## config.mk

```make
export PLATFORM = sky130hd
export DESIGN_NAME = dec_exec
export DESIGN_NICKNAME = d
export VERILOG_FILES = /design/src/dec_exec.v /design/src/dec_alu.v
export VERILOG_INCLUDE_DIRS = /design/src
export SDC_FILE = /design/constraint.sdc
export NUM_CORES = 1
export LEC_CHECK = 0
export ABC_AREA = 1
export BUFFER_PORTS_ARGS = -buffer_cell sky130_fd_sc_hd__buf_2
export CORE_ASPECT_RATIO = 0.7
export CORE_MARGIN = 4
export CORE_UTILIZATION = 57
export CTS_BUF_LIST = sky130_fd_sc_hd__clkbuf_16
export DETAILED_ROUTE_END_ITERATION = 10
export GPL_TIMING_DRIVEN = 0
export PLACE_DENSITY = 0.85
export RECOVER_POWER = 50
export REMOVE_ABC_BUFFERS = 1
export SYNTH_ARGS = -nofsm -noshare
export SYNTH_HDL_FRONTEND = slang
export SYNTH_SLANG_ARGS = --single-unit
export TNS_END_PERCENT = 5
```

## constraint.sdc

```tcl
create_clock -name clk_i -period 4.7 [get_ports clk_i]
set_clock_uncertainty 0.1 [all_clocks]
set_input_delay 0.235 -clock clk_i [delete_from_list [all_inputs] [get_ports clk_i]]
set_output_delay 0.235 -clock clk_i [all_outputs]
set_load 0.02 [all_outputs]
```

## src/dec_exec_regs.vh

```
// offsets, field positions, encodings and reset values for the decrement execution unit
`ifndef DEC_EXEC_REGS_VH
`define DEC_EXEC_REGS_VH

// ----------------------------------------------------------------------------
// register byte offsets on the wishbone slave
// ----------------------------------------------------------------------------
`define OFS_CTRL        8'h00
`define OFS_BANK        8'h04
`define OFS_WREG        8'h08
`define OFS_STATUS      8'h0c
`define OFS_INDEX_BASE  8'h10
`define OFS_STATE       8'h14

// ----------------------------------------------------------------------------
// field positions
// ----------------------------------------------------------------------------
`define CTRL_EXT_EN     0
`define ST_C            0
`define ST_DC           1
`define ST_Z            2
`define ST_OV           3
`define ST_N            4
`define STATE_BUSY      0
`define STATE_SKIP      1
`define STATE_DOUBLE    2
`define STATE_ILLEGAL   3

// ----------------------------------------------------------------------------
// opcode layout: top six bits, then d, then a, then f
// ----------------------------------------------------------------------------
`define OPC_DECREMENT_FILE_OP        6'h01
`define OPC_DECREMENT_SKIP_ZERO_OP      6'h0b
`define OPC_HI          15
`define OPC_LO          10
`define BIT_DEST        9
`define BIT_BANK        8
`define INDEXED_MAX_F   8'h5f
`define ACCESS_SPLIT    8'h60
`define ACCESS_HI_BANK  4'hf

// ----------------------------------------------------------------------------
// reset values and timing
// ----------------------------------------------------------------------------
`define RST_CTRL        1'b0
`define RST_BANK        4'h0
`define RST_WREG        8'h00
`define RST_STATUS      5'h00
`define RST_INDEX_BASE  12'h000
`define PHASES_PER_CYC  3'h4

`endif

```

## src/dec_exec.v

```verilog
// decoder and executor for the plain decrement and decrement-skip-if-zero instructions
//
// Summary of operation
// - plain decrement is 0000 01da followed by an eight bit file address
// - plain decrement subtracts one; d=0 writes working register, d=1 the byte
// - plain decrement updates carry, half borrow, negative, wrap and zero flags
// - a=0 addresses the access bank; a=1 uses the bank select register
// - extended set, a=0 and f at most 95 use indexed literal offset addressing
// - decrement-skip is 0010 11da followed by an eight bit file address
// - decrement-skip subtracts one and routes the result by the destination bit
// - zero result discards the fetched instruction, runs one nop cycle, flags untouched
// - a discarded two-word instruction costs a second nop cycle
//
// The implementer's own choices: register access over Wishbone and the placing of the registers.
`timescale 1ns/1ps
`include "dec_exec_regs.vh"
module dec_exec #(
   parameter AW = 12
) (
   input  wire          clk_i,
   input  wire          rst_i,
   // wishbone classic slave
   input  wire          cyc_i,
   input  wire          stb_i,
   input  wire          we_i,
   input  wire [7:0]    adr_i,
   input  wire [3:0]    sel_i,
   input  wire [31:0]   dat_i,
   output wire [31:0]   dat_o,
   output wire          ack_o,
   // instruction side
   input  wire          instr_valid_i,
   input  wire [15:0]   instr_i,
   input  wire          next_two_word_i,
   output wire          busy_o,
   output wire          accepted_o,
   output wire          illegal_o,
   output wire          done_o,
   output wire          discard_next_o,
   // data memory side, read data must stand in the cycle the read strobe is high
   output wire [AW-1:0] mem_addr_o,
   output wire          mem_re_o,
   output wire          mem_we_o,
   output wire [7:0]    mem_wdata_o,
   input  wire [7:0]    mem_rdata_i
);

   // -------------------------------------------------------------------------
   // state encoding
   // -------------------------------------------------------------------------
   localparam [5:0] S_IDLE   = 6'h01;
   localparam [5:0] S_DECODE = 6'h02;
   localparam [5:0] S_READ   = 6'h04;
   localparam [5:0] S_CALC   = 6'h08;
   localparam [5:0] S_WRITE  = 6'h10;
   localparam [5:0] S_NOP    = 6'h20;

   reg  [5:0]    state_q;
   reg  [5:0]    state_d;
   reg  [15:0]   instr_q;
   reg  [3:0]    nop_cnt_q;
   reg           double_q;
   reg  [7:0]    operand_q;
   reg  [AW-1:0] mem_addr_q;
   reg           mem_re_q;
   reg           mem_we_q;
   reg  [7:0]    mem_wdata_q;
   reg           done_q;
   reg           illegal_q;
   reg           skip_q;
   reg           discard_q;

   reg           ext_en_q;
   reg  [3:0]    bank_select_reg_q;
   reg  [7:0]    wreg_q;
   reg  [4:0]    status_q;
   reg  [AW-1:0] index_base_q;
   reg           ack_q;
   reg  [31:0]   rdata_q;

   // -------------------------------------------------------------------------
   // decode
   // -------------------------------------------------------------------------
   wire [5:0] opc_in            = instr_i[`OPC_HI:`OPC_LO];
   wire       in_decrement_file = (opc_in == `OPC_DECREMENT_FILE_OP);
   wire       in_skip_zero      = (opc_in == `OPC_DECREMENT_SKIP_ZERO_OP);
   wire       take              = instr_valid_i & state_q[0];

   wire [5:0] opc_q                   = instr_q[`OPC_HI:`OPC_LO];
   wire       decrement_skip_zero_op  = (opc_q == `OPC_DECREMENT_SKIP_ZERO_OP);
   wire       decrement_file_op       = ~decrement_skip_zero_op;
   wire       dest_file               = instr_q[`BIT_DEST];
   wire       bank_bit                = instr_q[`BIT_BANK];
   wire [7:0] f_addr                  = instr_q[7:0];

   // -------------------------------------------------------------------------
   // effective address
   // -------------------------------------------------------------------------
   reg [AW-1:0] eff_addr;
   always @* begin
      if (bank_bit) begin
         eff_addr = {bank_select_reg_q, f_addr};
      end else if (ext_en_q && (f_addr <= `INDEXED_MAX_F)) begin
         eff_addr = index_base_q + {{(AW-8){1'b0}}, f_addr};
      end else if (f_addr < `ACCESS_SPLIT) begin
         eff_addr = {{(AW-8){1'b0}}, f_addr};
      end else begin
         eff_addr = {`ACCESS_HI_BANK, f_addr};
      end
   end

   // -------------------------------------------------------------------------
   // arithmetic
   // -------------------------------------------------------------------------
   wire [7:0] alu_result;
   wire       alu_c;
   wire       alu_dc;
   wire       alu_n;
   wire       alu_ov;
   wire       alu_z;

   dec_alu #(
      .WIDTH (8)
   ) u_alu (
      .operand_i                   (operand_q),
      .result_o                    (alu_result),
      .carry_o                     (alu_c),
      .half_borrow_flag_o          (alu_dc),
      .negative_o                  (alu_n),
      .twos_complement_wrap_flag_o (alu_ov),
      .zero_o                      (alu_z)
   );

   // -------------------------------------------------------------------------
   // phase sequencer: decode, read, process, write, then optional nops
   // -------------------------------------------------------------------------
   always @* begin
      case (state_q)
         S_IDLE: begin
            if (take && (in_decrement_file || in_skip_zero)) begin
               state_d = S_DECODE;
            end else begin
               state_d = S_IDLE;
            end
         end
         S_DECODE: state_d = S_READ;
         S_READ:   state_d = S_CALC;
         S_CALC:   state_d = S_WRITE;
         S_WRITE: begin
            if (decrement_skip_zero_op && skip_q) begin
               state_d = S_NOP;
            end else begin
               state_d = S_IDLE;
            end
         end
         S_NOP: begin
            // one nop run covers both skip lengths; its count is loaded in write
            if (nop_cnt_q == 4'h1) begin
               state_d = S_IDLE;
            end else begin
               state_d = S_NOP;
            end
         end
         default:  state_d = S_IDLE;
      endcase
   end

   wire wb_wr = cyc_i & stb_i & we_i & ~ack_q;
   wire wb_rd = cyc_i & stb_i & ~we_i & ~ack_q;

   always @(posedge clk_i) begin
      if (rst_i) begin
         state_q     <= S_IDLE;
         instr_q     <= 16'h0000;
         nop_cnt_q   <= 4'h0;
         double_q    <= 1'b0;
         operand_q   <= 8'h00;
         mem_addr_q  <= {AW{1'b0}};
         mem_re_q    <= 1'b0;
         mem_we_q    <= 1'b0;
         mem_wdata_q <= 8'h00;
         done_q      <= 1'b0;
         illegal_q   <= 1'b0;
         skip_q      <= 1'b0;
         discard_q   <= 1'b0;
      end else begin
         state_q   <= state_d;
         mem_re_q  <= 1'b0;
         mem_we_q  <= 1'b0;
         done_q    <= 1'b0;
         illegal_q <= take & ~(in_decrement_file | in_skip_zero);
         discard_q <= 1'b0;
         if (take) begin
            instr_q  <= instr_i;
            skip_q   <= 1'b0;
         end
         if (state_q[1]) begin
            mem_addr_q <= eff_addr;
            mem_re_q   <= 1'b1;
         end
         // no spare phase for a registered memory: the byte must stand while re is high
         if (state_q[2]) begin
            operand_q <= mem_rdata_i;
         end
         if (state_q[3]) begin
            skip_q <= decrement_skip_zero_op & alu_z;
            if (dest_file) begin
               mem_wdata_q <= alu_result;
               mem_we_q    <= 1'b1;
            end
         end
         if (state_q[4]) begin
            if (decrement_skip_zero_op && skip_q) begin
               discard_q <= 1'b1;
               double_q  <= next_two_word_i;
               if (next_two_word_i) begin
                  nop_cnt_q <= {`PHASES_PER_CYC, 1'b0};
               end else begin
                  nop_cnt_q <= {1'b0, `PHASES_PER_CYC};
               end
            end else begin
               done_q   <= 1'b1;
               double_q <= 1'b0;
            end
         end
         if (state_q[5]) begin
            nop_cnt_q <= nop_cnt_q - 4'h1;
            done_q    <= (nop_cnt_q == 4'h1);
         end
      end
   end

   // -------------------------------------------------------------------------
   // software registers; core updates win over a bus write in the same cycle
   // -------------------------------------------------------------------------
   wire core_w_wr  = state_q[3] & ~dest_file;
   wire core_st_wr = state_q[3] & decrement_file_op;

   always @(posedge clk_i) begin
      if (rst_i) begin
         ext_en_q          <= `RST_CTRL;
         bank_select_reg_q <= `RST_BANK;
         wreg_q            <= `RST_WREG;
         status_q          <= `RST_STATUS;
         index_base_q      <= `RST_INDEX_BASE;
      end else begin
         if (wb_wr && sel_i[0]) begin
            case (adr_i)
               `OFS_CTRL:       ext_en_q          <= dat_i[`CTRL_EXT_EN];
               `OFS_BANK:       bank_select_reg_q <= dat_i[3:0];
               `OFS_WREG:       wreg_q            <= dat_i[7:0];
               `OFS_STATUS:     status_q          <= dat_i[4:0];
               `OFS_INDEX_BASE: index_base_q[7:0] <= dat_i[7:0];
               default:         ext_en_q          <= ext_en_q;
            endcase
         end
         if (wb_wr && sel_i[1] && (adr_i == `OFS_INDEX_BASE)) begin
            index_base_q[AW-1:8] <= dat_i[AW-1:8];
         end
         if (core_w_wr) begin
            wreg_q <= alu_result;
         end
         if (core_st_wr) begin
            status_q[`ST_C]  <= alu_c;
            status_q[`ST_DC] <= alu_dc;
            status_q[`ST_Z]  <= alu_z;
            status_q[`ST_OV] <= alu_ov;
            status_q[`ST_N]  <= alu_n;
         end
      end
   end

   // -------------------------------------------------------------------------
   // wishbone read path and acknowledge
   // -------------------------------------------------------------------------
   always @(posedge clk_i) begin
      if (rst_i) begin
         ack_q   <= 1'b0;
         rdata_q <= 32'h00000000;
      end else begin
         ack_q <= cyc_i & stb_i & ~ack_q;
         if (wb_rd) begin
            case (adr_i)
               `OFS_CTRL:       rdata_q <= {31'h00000000, ext_en_q};
               `OFS_BANK:       rdata_q <= {28'h0000000, bank_select_reg_q};
               `OFS_WREG:       rdata_q <= {24'h000000, wreg_q};
               `OFS_STATUS:     rdata_q <= {27'h0000000, status_q};
               `OFS_INDEX_BASE: rdata_q <= {{(32-AW){1'b0}}, index_base_q};
               `OFS_STATE:      rdata_q <= {28'h0000000, illegal_q, double_q, skip_q,
                                            ~state_q[0]};
               default:         rdata_q <= 32'h00000000;
            endcase
         end
      end
   end

   assign dat_o          = rdata_q;
   assign ack_o          = ack_q;
   assign busy_o         = ~state_q[0];
   assign accepted_o     = take & (in_decrement_file | in_skip_zero);
   assign illegal_o      = illegal_q;
   assign done_o         = done_q;
   assign discard_next_o = discard_q;
   assign mem_addr_o     = mem_addr_q;
   assign mem_re_o       = mem_re_q;
   assign mem_we_o       = mem_we_q;
   assign mem_wdata_o    = mem_wdata_q;

endmodule

```

## src/dec_alu.v

```verilog
// byte decrement with status flag generation
`timescale 1ns/1ps
module dec_alu #(
   parameter WIDTH = 8
) (
   input  wire [WIDTH-1:0] operand_i,
   output wire [WIDTH-1:0] result_o,
   output wire             carry_o,
   output wire             half_borrow_flag_o,
   output wire             negative_o,
   output wire             twos_complement_wrap_flag_o,
   output wire             zero_o
);
   // carry is the inverted borrow: it drops only when the operand was zero
   assign result_o                    = operand_i - {{(WIDTH-1){1'b0}}, 1'b1};
   assign carry_o                     = |operand_i;
   assign half_borrow_flag_o          = |operand_i[3:0];
   assign negative_o                  = result_o[WIDTH-1];
   assign twos_complement_wrap_flag_o = operand_i[WIDTH-1] & ~result_o[WIDTH-1];
   assign zero_o                      = ~|result_o;
endmodule

```

==> results.sh, run 1 <==
export IMPL_clk_path_buf_depth=2
export IMPL_rsz0062_at_grt="false"
export IMPL_die_y_microns=88.2
export IMPL_clock_latency_ns=0.36
export IMPL_grt_max_degree=43
export IMPL_worst_pin_slew_ns=0.918
export IMPL_synthTopCellsByArea="dfxtp_1 (40%), nand2_1 (9.3%), nor2_1 (6.1%)"
export IMPL_die_area_sq_um=10800
export IMPL_grt_pass1_vias=4734
export IMPL_num_rows=28
export IMPL_status="completed"
export IMPL_dp_hpwl_mm=10.2
export IMPL_drv_slew=0
export IMPL_ys_seq_area_share_pct=39.8
export IMPL_initial_core_util_pct=60.3
export IMPL_num_vias=5115
export IMPL_cts_resized=0
export IMPL_cts_root_buf="clkbuf_16"
export IMPL_async_flop_share_pct=0
export IMPL_layout_common_cells="nand2_1 (131), dfxtp_1 (104), nor2_1 (87)"
export IMPL_fmax_ghz=0.369
export IMPL_cts_made_buffers=9
export IMPL_final_cells=934
export IMPL_end_kind="output port"
export IMPL_place_gp_congestion=0.946
export IMPL_antenna_found_initial=0
export IMPL_synthesis_area_sq_um=5240
export IMPL_finalSetupTns_ns=0
export IMPL_highest_layer="met4"
export IMPL_crit_arrival_ns=2.38
export IMPL_power_mw=1.89
export IMPL_drtIter0Drc=463
export IMPL_place_inst=917
export IMPL_min_period_ns=2.71
export IMPL_core_area_sq_um=8690
export IMPL_post_place_ws_ns=2.02
export IMPL_cts_max_level=3
export IMPL_wire_per_inst_microns=14.6
export IMPL_finalCritPeriodShare_pct=57.7
export IMPL_hold_viol=0
export IMPL_finalSetupViolCount=0
export IMPL_wl_met1_mm=6.16
export IMPL_synth_edff_count=0
export IMPL_slew_headroom_pct=38.4
export IMPL_area_growth_syn_to_layout_pct=14.0
export IMPL_vias_per_cell=5.48
export IMPL_final_common_cell="nand2_1"
export IMPL_slowest_stage="inv_1"
export IMPL_cts_tree="built"
export IMPL_nNetsFinal=899
export IMPL_drt_wl_total_mm=13.7
export IMPL_dr_pass1_iters=5
export IMPL_irDropWorstVdd_uv=246
export IMPL_worstPathRequired_ns=4.37
export IMPL_cts_sinks=104
export IMPL_fin_ws_ns=1.99
export IMPL_cts_clk_slew_worst_paths_ns=0.07
export IMPL_cp_start_kind="flip-flop"
export IMPL_ys_ff_latch=104
export IMPL_synthFlopType="dfxtp_1"
export IMPL_synth_distinct_cells=44
export IMPL_critical_path_buf_inv_count=3
export IMPL_grt_ovfl_total=0
export IMPL_max_stage_delay_ns=0.53
export IMPL_n_fill_cell=786
export IMPL_worstPathMaxFanout=23
export IMPL_drcViolationCount=0
export IMPL_route_met3_wl_mm=1.53
export IMPL_crit_family="buffers and inverters"
export IMPL_leakagePower_nw=2.57
export IMPL_syn_inst=730
export IMPL_drive_gt1_share_pct=12.7
export IMPL_die_x_microns=123
export IMPL_diodes=0
export IMPL_hp_class="in -> reg"
export IMPL_yosys_warnings=0
export IMPL_avgSynthCellArea_sq_um=7.17
export IMPL_portBuffers=92
export IMPL_grt_util_all_layers_pct=26.4
export IMPL_wl_met2_mm=5.82
export IMPL_power_density_nw_per_um2=317
export IMPL_grt_pass1_wl_mm=22.4
export IMPL_synth_top_area_share_pct=39.8
export IMPL_synth_top_area_cell="dfxtp_1"
export IMPL_maxCapViolations=0
export IMPL_r2r_slack_ns=2.45
export IMPL_crit_type="reg -> out"
export IMPL_postRouteAntennaNets=0
export IMPL_path_cells="nand2_1, inv_1, nand2_1, inv_1, buf_2"
export IMPL_ios=135
## path summary, 6_finish.rpt
path | startpoint | end | cells past startpoint
max | state_q[0] | accepted_o | 5
min reg2reg | wreg_q[7] | wreg_q[7] | 2
min | mem_rdata_i[7] | operand_q[7] | 3
max reg2reg | state_q[0] | state_q[0] | 6
## state kept, by name, summed over array words and instances, names as in the netlist, 4 cells and up
register           flops
wreg_q                 8
status_q               5
instr_q               16
mem_wdata_o            8
mem_addr_o            12
operand_q              8
state_q                6
dat_o                 12
index_base_q          12
nop_cnt_q              4
bank_select_reg_q      4
## per-layer routing
metal	global-route usage [%]	vias to the layer above
li1	-	2524
met1	36.1	2321
met2	40.7	257
met3	8.20	13
met4	7.22	0
met5	0	-
## synth_stat cells (all sizes together), types with 5 or more instances
library cell / count
a21oi: 65
ha: 14
o211ai: 5
nand3b: 5
nor3: 14
nor2: 94
nand3: 43
dfxtp: 104
nand4: 15
buf: 27
clkbuf: 18
nand2: 135
a31oi: 10
xor2: 6
inv: 79
o21ai: 80
## area by class of cell
class	count	area (sq um)	area share [%]
repair buffers	94	449	7.53
inverters	80	300	5.03
flip-flops and latches	104	2080	34.9
multi-input cells	520	2640	44.3
clock buffers	9	225	3.77
clock inverters	7	118	1.97
well taps	120	150	2.52
## worst register-to-register path, cell delays in order (launching register included)
cell and delay, ns:
dfxtp_1 0.41, nand2_1 0.50, inv_1 0.53, nand2_1 0.23, inv_1 0.16, or2_1 0.12, nand4_1 0.07
## report_power, final
group	total (mW)	leakage, nW	switching, mW	internal (mW)
logic	0.125	1.56	0.0852	0.0402
registers	0.902	0.842	0.00897	0.893
clock network	0.863	0.170	0.340	0.522
## cell families (layout without fill, tap and decap cells)
kind of cell    count (synthesis)  in the layout  synth area share (%)
simple gates                  312            312                  27.3
compound gates                166            166                  17.2
buf+inv                       125            190                  10.8
flops                         104            104                  39.8
fa+ha+maj                      15             15                  3.73
xor+xnor                        7              7                  1.17
other cells                     1             20                0.0716
## what timing repair did
action	CTS	global route
endpoints found under the hold margin	1	0
setup endpoints to repair	0	0
hold buffers	1	0
setup buffers	0	0
## per-stage QoR
step | hold WS, ns | instance area (sq um) | util [%]
global placement | 0.339 | 5650 | 65.1
CTS | 0.00604 | 6030 | 69.4
floorplan | 0.204 | 5040 | -
finish | 0.00777 | 5970 | 68.7
detailed placement | 0.351 | 5680 | 65.4
global route | 0.0129 | 5970 | 68.7
No activity file was read; power rests on OpenSTA's default activity.
==> run 2, diff against run 1 <==
--- a/config.mk
+++ b/config.mk
@@ -10,11 +10,11 @@
 export BUFFER_PORTS_ARGS = -buffer_cell sky130_fd_sc_hd__buf_2
 export CORE_ASPECT_RATIO = 0.7
 export CORE_MARGIN = 4
-export CORE_UTILIZATION = 57
+export CORE_UTILIZATION = 53
 export CTS_BUF_LIST = sky130_fd_sc_hd__clkbuf_16
 export DETAILED_ROUTE_END_ITERATION = 10
 export GPL_TIMING_DRIVEN = 0
-export PLACE_DENSITY = 0.85
+export PLACE_DENSITY = 0.8
 export RECOVER_POWER = 50
 export REMOVE_ABC_BUFFERS = 1
 export SYNTH_ARGS = -nofsm -noshare
==> constraint.sdc (replaced) <==
create_clock -name clk_i -period 2.6 [get_ports clk_i]
set_clock_uncertainty 0.1 [all_clocks]
set_input_delay 0.13 -clock clk_i [delete_from_list [all_inputs] [get_ports clk_i]]
set_output_delay 0.13 -clock clk_i [all_outputs]
set_load 0.02 [all_outputs]
==> run 2 against run 1 <==
Against the previous run:
- the run now ends with max-capacitance violations, max-slew violations left
- final cell count up 4.3%
- wire length is 4.8% higher
- via count up 2.7%
- design area is 4.0% higher
- critical path type is now in -> reg
- die area up 6.9%
- first-iteration DRC count is 0.86% lower
- global-route usage shrank 1.7 points
==> results.sh, run 2 (same netlist as run 1, synthesis figures left out) <==
export IMPL_num_rows=30
export IMPL_die_x_microns=127
export IMPL_n_fill_cell=871
export IMPL_path_cells="buf_2, inv_1, o21ai_0, a21oi_1"
export IMPL_drive_gt1_share_pct=11.6
export IMPL_cts_sinks=104
export IMPL_r2r_start="index_base_q[0]"
export IMPL_power_density_nw_per_um2=516
export IMPL_worstPathMaxFanout=63
export IMPL_crit_arrival_ns=2.44
export IMPL_max_stage_delay_ns=1.33
export IMPL_hold_path_startpoint="cyc_i"
export IMPL_grt_util_all_layers_pct=24.6
export IMPL_hp_class="in -> reg"
export IMPL_cp_startpoint="rst_i"
export IMPL_grt_max_degree=64
export IMPL_postCtsSetupBuffers=0
export IMPL_final_common_cell="nand2_1"
export IMPL_clock_latency_ns=0.35
export IMPL_antenna_found_initial=0
export IMPL_clk_path_buf_depth=2
export IMPL_largest_reg_flops=16
export IMPL_area_growth_syn_to_layout_pct=18.5
export IMPL_finalCritPeriodShare_pct=87.6
export IMPL_die_area_sq_um=11600
export IMPL_regMostFlops="instr_q"
export IMPL_min_to="ack_o"
export IMPL_fmax_ghz=0.439
export IMPL_ios=135
export IMPL_core_area_sq_um=9650
export IMPL_reg2regPathDepth=10
export IMPL_r2r_end="mem_addr_o[8]"
export IMPL_crit_family="buffers and inverters"
export IMPL_critical_path_buf_inv_count=2
export IMPL_portBuffers=92
export IMPL_dr_pass1_iters=5
export IMPL_hold_path_depth=3
export IMPL_grt_pass1_wl_mm=23.1
export IMPL_wl_met2_mm=6.24
export IMPL_final_cells=974
export IMPL_highest_layer="met4"
export IMPL_cts_clk_slew_worst_paths_ns=0.06
export IMPL_postRouteAntennaNets=0
export IMPL_crit_type="in -> reg"
export IMPL_grt_pass1_vias=4816
export IMPL_post_place_ws_ns=0.319
export IMPL_dp_hpwl_mm=10.4
export IMPL_die_y_microns=91.2
export IMPL_initial_core_util_pct=54.3
export IMPL_vias_per_cell=5.39
export IMPL_num_vias=5253
export IMPL_route_met3_wl_mm=1.44
export IMPL_drcViolationCount=0
export IMPL_place_inst=924
export IMPL_worstPathRequired_ns=2.76
export IMPL_diodes=0
export IMPL_irDropWorstVdd_uv=377
export IMPL_leakagePower_nw=2.67
export IMPL_r2r_slack_ns=0.44
export IMPL_end_kind="flip-flop"
export IMPL_place_gp_congestion=0.984
export IMPL_violations="max-capacitance violations, max-slew violations"
export IMPL_finalSetupViolCount=0
export IMPL_grt_ovfl_total=0
export IMPL_slowest_stage="inv_1"
export IMPL_wire_per_inst_microns=14.7
export IMPL_min_period_ns=2.28
export IMPL_cts_made_buffers=9
export IMPL_cts_tree="built"
export IMPL_hold_viol=0
export IMPL_drv_slew=64
export IMPL_fin_ws_ns=0.322
export IMPL_maxCapViolations=1
export IMPL_status="finished with violations"
export IMPL_rsz0062_at_grt="false"
export IMPL_cp_start_kind="input pin"
export IMPL_layout_common_cells="nand2_1 (130), dfxtp_1 (104), nor2_1 (88)"
export IMPL_cts_root_buf="clkbuf_16"
export IMPL_drt_wl_total_mm=14.3
export IMPL_worst_pin_slew_ns=1.70
export IMPL_cts_max_level=3
export IMPL_slew_headroom_pct=-13.2
export IMPL_finalSetupTns_ns=0
export IMPL_drtIter0Drc=459
export IMPL_nNetsFinal=931
export IMPL_hold_ws_ns=0.00498
export IMPL_wl_met1_mm=6.48
[run 2: changes by cell type in the layout (fill, tap and decap cells not counted), sizes merged]
cell and change:
buf -1, bufinv -2, clkinv +1, clkinvlp +1
dlygate4sd3 +33
[run 2: cell type report]
cell class	instances	area, sq um	area share, %
inverters	80	304	4.90
repair buffers	126	752	12.1
flip-flops and latches	104	2080	33.6
well taps	128	160	2.58
multi-input cells	520	2630	42.3
clock buffers	9	225	3.63
clock inverters	7	55.1	0.887
[run 2: what timing repair did]
item / CTS / global route
setup endpoints to repair: 0 / 1
hold buffers: 34 / 0
hold endpoints to repair: 34 / 0
resized for setup: 0 / 2
[run 2: how the worst max path moves through the flow]
stage                                 end  slack, ns  cells past startpoint
after CTS                      accepted_o       0.08                      5
after floorplan             mem_addr_o[8]       0.81                     11
final                     index_base_q[3]       0.32                      4
after global routing        mem_addr_o[8]       0.14                      4
after detailed placement  index_base_q[3]       0.32                      4
after global placement         instr_q[5]      -0.39                      4
[run 2: metrics by stage]
step           power [mW]  utilization, %  cell area, sq um
2_1_floorplan        1.79               -              5040
3_3_place_gp         1.88            58.7              5660
3_5_place_dp         1.89            58.7              5660
4_1_cts              3.21            65.1              6280
5_1_grt              3.31            64.3              6200
6_report             3.20            64.3              6200
[run 2: per-layer routing]
metal,GRT usage (%),vias to the layer above
met5,0,-
met4,6.52,0
met3,6.29,16
met2,37.4,222
met1,34.9,2434
li1,-,2581
[run 2: tightest hold or removal path: stages]
cell	delay (ns)
buf_2	0.10
nand3b_1	0.13
nor2_1	0.05
[run 2: where the power goes]
part           leakage, nW  internal, mW  switching, mW
registers            0.842          1.61         0.0150
clock network        0.147         0.730          0.579
logic                 1.68         0.102          0.160
==> run 3, diff against run 2 <==
--- a/config.mk
+++ b/config.mk
@@ -8,15 +8,16 @@
 export LEC_CHECK = 0
 export ABC_AREA = 1
 export BUFFER_PORTS_ARGS = -buffer_cell sky130_fd_sc_hd__buf_2
-export CORE_ASPECT_RATIO = 0.7
+export CORE_ASPECT_RATIO = 0.75
 export CORE_MARGIN = 4
-export CORE_UTILIZATION = 53
+export CORE_UTILIZATION = 44
 export CTS_BUF_LIST = sky130_fd_sc_hd__clkbuf_16
 export DETAILED_ROUTE_END_ITERATION = 10
 export GPL_TIMING_DRIVEN = 0
-export PLACE_DENSITY = 0.8
+export PLACE_DENSITY = 0.68
 export RECOVER_POWER = 50
 export REMOVE_ABC_BUFFERS = 1
+export SLEW_MARGIN = 30
 export SYNTH_ARGS = -nofsm -noshare
 export SYNTH_HDL_FRONTEND = slang
 export SYNTH_SLANG_ARGS = --single-unit
==> run 3 against run 2 <==
Against the previous run:
- the run now ends clean
- utilization shrank 9.8 points
- first-iteration DRC count shrank 4.1%
- wire length grew 0.14%
- non-clock buffer count is the same
- die area grew 19%
- critical endpoint is now accepted_o
- largest cell class unchanged
==> results.sh, run 3 (same netlist as run 1, synthesis figures left out) <==
export IMPL_status="completed"
export IMPL_cts_made_buffers=9
export IMPL_wl_met1_mm=7.02
export IMPL_postRouteAntennaNets=0
export IMPL_num_vias=5120
export IMPL_route_met3_wl_microns=861
export IMPL_diodes=0
export IMPL_grt_pass1_wl_mm=23.4
export IMPL_cts_clk_slew_worst_paths_ns=0.07
export IMPL_worstPathRequired_ns=2.37
export IMPL_drt_wl_total_mm=14.3
export IMPL_nNetsFinal=931
export IMPL_place_inst=959
export IMPL_hold_path_depth=3
export IMPL_cts_tree="built"
export IMPL_slew_headroom_pct=38.9
export IMPL_grt_max_degree=43
export IMPL_grt_ovfl_total=0
export IMPL_end_kind="output port"
export IMPL_finalSetupViolCount=0
export IMPL_hold_viol=0
export IMPL_drv_slew=0
export IMPL_dp_hpwl_mm=10.6
export IMPL_initial_core_util_pct=45.1
export IMPL_postCtsSetupBuffers=0
export IMPL_stdcell_area_sq_um=6340
export IMPL_largest_reg_flops=16
export IMPL_antenna_found_initial=0
export IMPL_vias_per_cell=5.08
export IMPL_cts_root_buf="clkbuf_16"
export IMPL_final_common_cell="nand2_1"
export IMPL_die_area_sq_um=13700
export IMPL_drive_gt1_share_pct=12.6
export IMPL_cp_start_kind="input pin"
export IMPL_layout_common_cells="nand2_1 (130), dfxtp_1 (104), nor2_1 (87)"
export IMPL_leakagePower_nw=2.69
export IMPL_die_x_microns=134
export IMPL_num_rows=34
export IMPL_grt_pass1_vias=4904
export IMPL_wire_per_inst_microns=14.2
export IMPL_die_y_microns=102
export IMPL_cts_sinks=104
export IMPL_dpl_instance_area_sq_um=5730
export IMPL_place_gp_congestion=0.919
export IMPL_crit_type="in -> out"
export IMPL_worstPathMaxFanout=2
export IMPL_rsz0062_at_grt="false"
export IMPL_clock_latency_ns=0.35
export IMPL_post_place_ws_ns=0.440
export IMPL_hp_class="in -> reg"
export IMPL_fin_ws_ns=0.404
export IMPL_dr_pass1_iters=5
export IMPL_drtIter0Drc=440
export IMPL_power_mw=3.43
export IMPL_grt_util_all_layers_pct=21.3
export IMPL_reg2regPathDepth=11
export IMPL_regMostFlops="instr_q"
export IMPL_cts_max_level=3
export IMPL_worst_pin_slew_ns=0.917
export IMPL_finalCritPeriodShare_pct=84.5
export IMPL_power_density_nw_per_um2=541
export IMPL_maxCapViolations=0
export IMPL_wl_met2_mm=6.28
export IMPL_drcViolationCount=0
export IMPL_min_period_ns=2.20
export IMPL_clk_path_buf_depth=2
export IMPL_irDropWorstVdd_uv=330
export IMPL_core_area_sq_um=11600
export IMPL_final_cells=1008
export IMPL_portBuffers=92
export IMPL_ios=135
export IMPL_area_growth_syn_to_layout_pct=21.0
export IMPL_utilization_pct=54.6
export IMPL_fmax_ghz=0.455
export IMPL_crit_arrival_ns=1.97
export IMPL_highest_layer="met4"
[run 3: cell count changes in the layout (fill, tap and decap cells not counted), sizes merged]
cell / change
clkinvlp: +1
inv: -3
dlygate4sd3: -1
clkbuf: +1
bufinv: +2
[run 3: cell type report]
cell class	count	area, sq um
Fill cell	1167	5280
Multi-Input combinational cell	520	2650
Sequential cell	104	2080
Timing Repair Buffer	126	762
Inverter	80	305
Clock buffer	9	225
Tap cell	162	203
Clock inverter	7	110
[run 3: path summary, 6_finish.rpt]
path / start / endpoint / slack, ns
setup reg to reg: index_base_q[0] / mem_addr_o[8] / 0.43
hold / removal: instr_i[8] / instr_q[8] / 0.02
setup / recovery: instr_i[15] / accepted_o / 0.40
hold reg to reg: instr_q[12] / instr_q[12] / 0.36
[run 3: power breakdown]
group	switching (mW)	internal [mW]
Sequential	0.0152	1.61
Clock	0.599	0.933
Combinational	0.162	0.103
Total	0.776	2.65
[run 3: critical path: stages]
cell and delay [ns]:
dlygate4sd3_1 0.54, buf_2 0.13, or2_0 0.19, nor4_1 0.45, nand2_1 0.23, inv_1 0.13
buf_2 0.17
[run 3: timing repair]
action / CTS / global route
endpoints found under the hold margin: 31 / 1
setup endpoints to repair: 0 / 1
resized for setup: 0 / 2
hold buffers: 32 / 1
[run 3: metal layers]
metal	vias to the layer above	global-route usage, %
li1	2584	-
met5	-	0
met2	154	33.9
met1	2366	29.7
met3	16	4.33
met4	0	5.69
[run 3: through the flow]
stage          hold WS [ns]  setup TNS, ns
2_1_floorplan        0.0991              0
3_3_place_gp          0.261         -19.77
3_5_place_dp          0.265              0
4_1_cts           0.0000487              0
5_1_grt             0.00818              0
6_report             0.0195              0
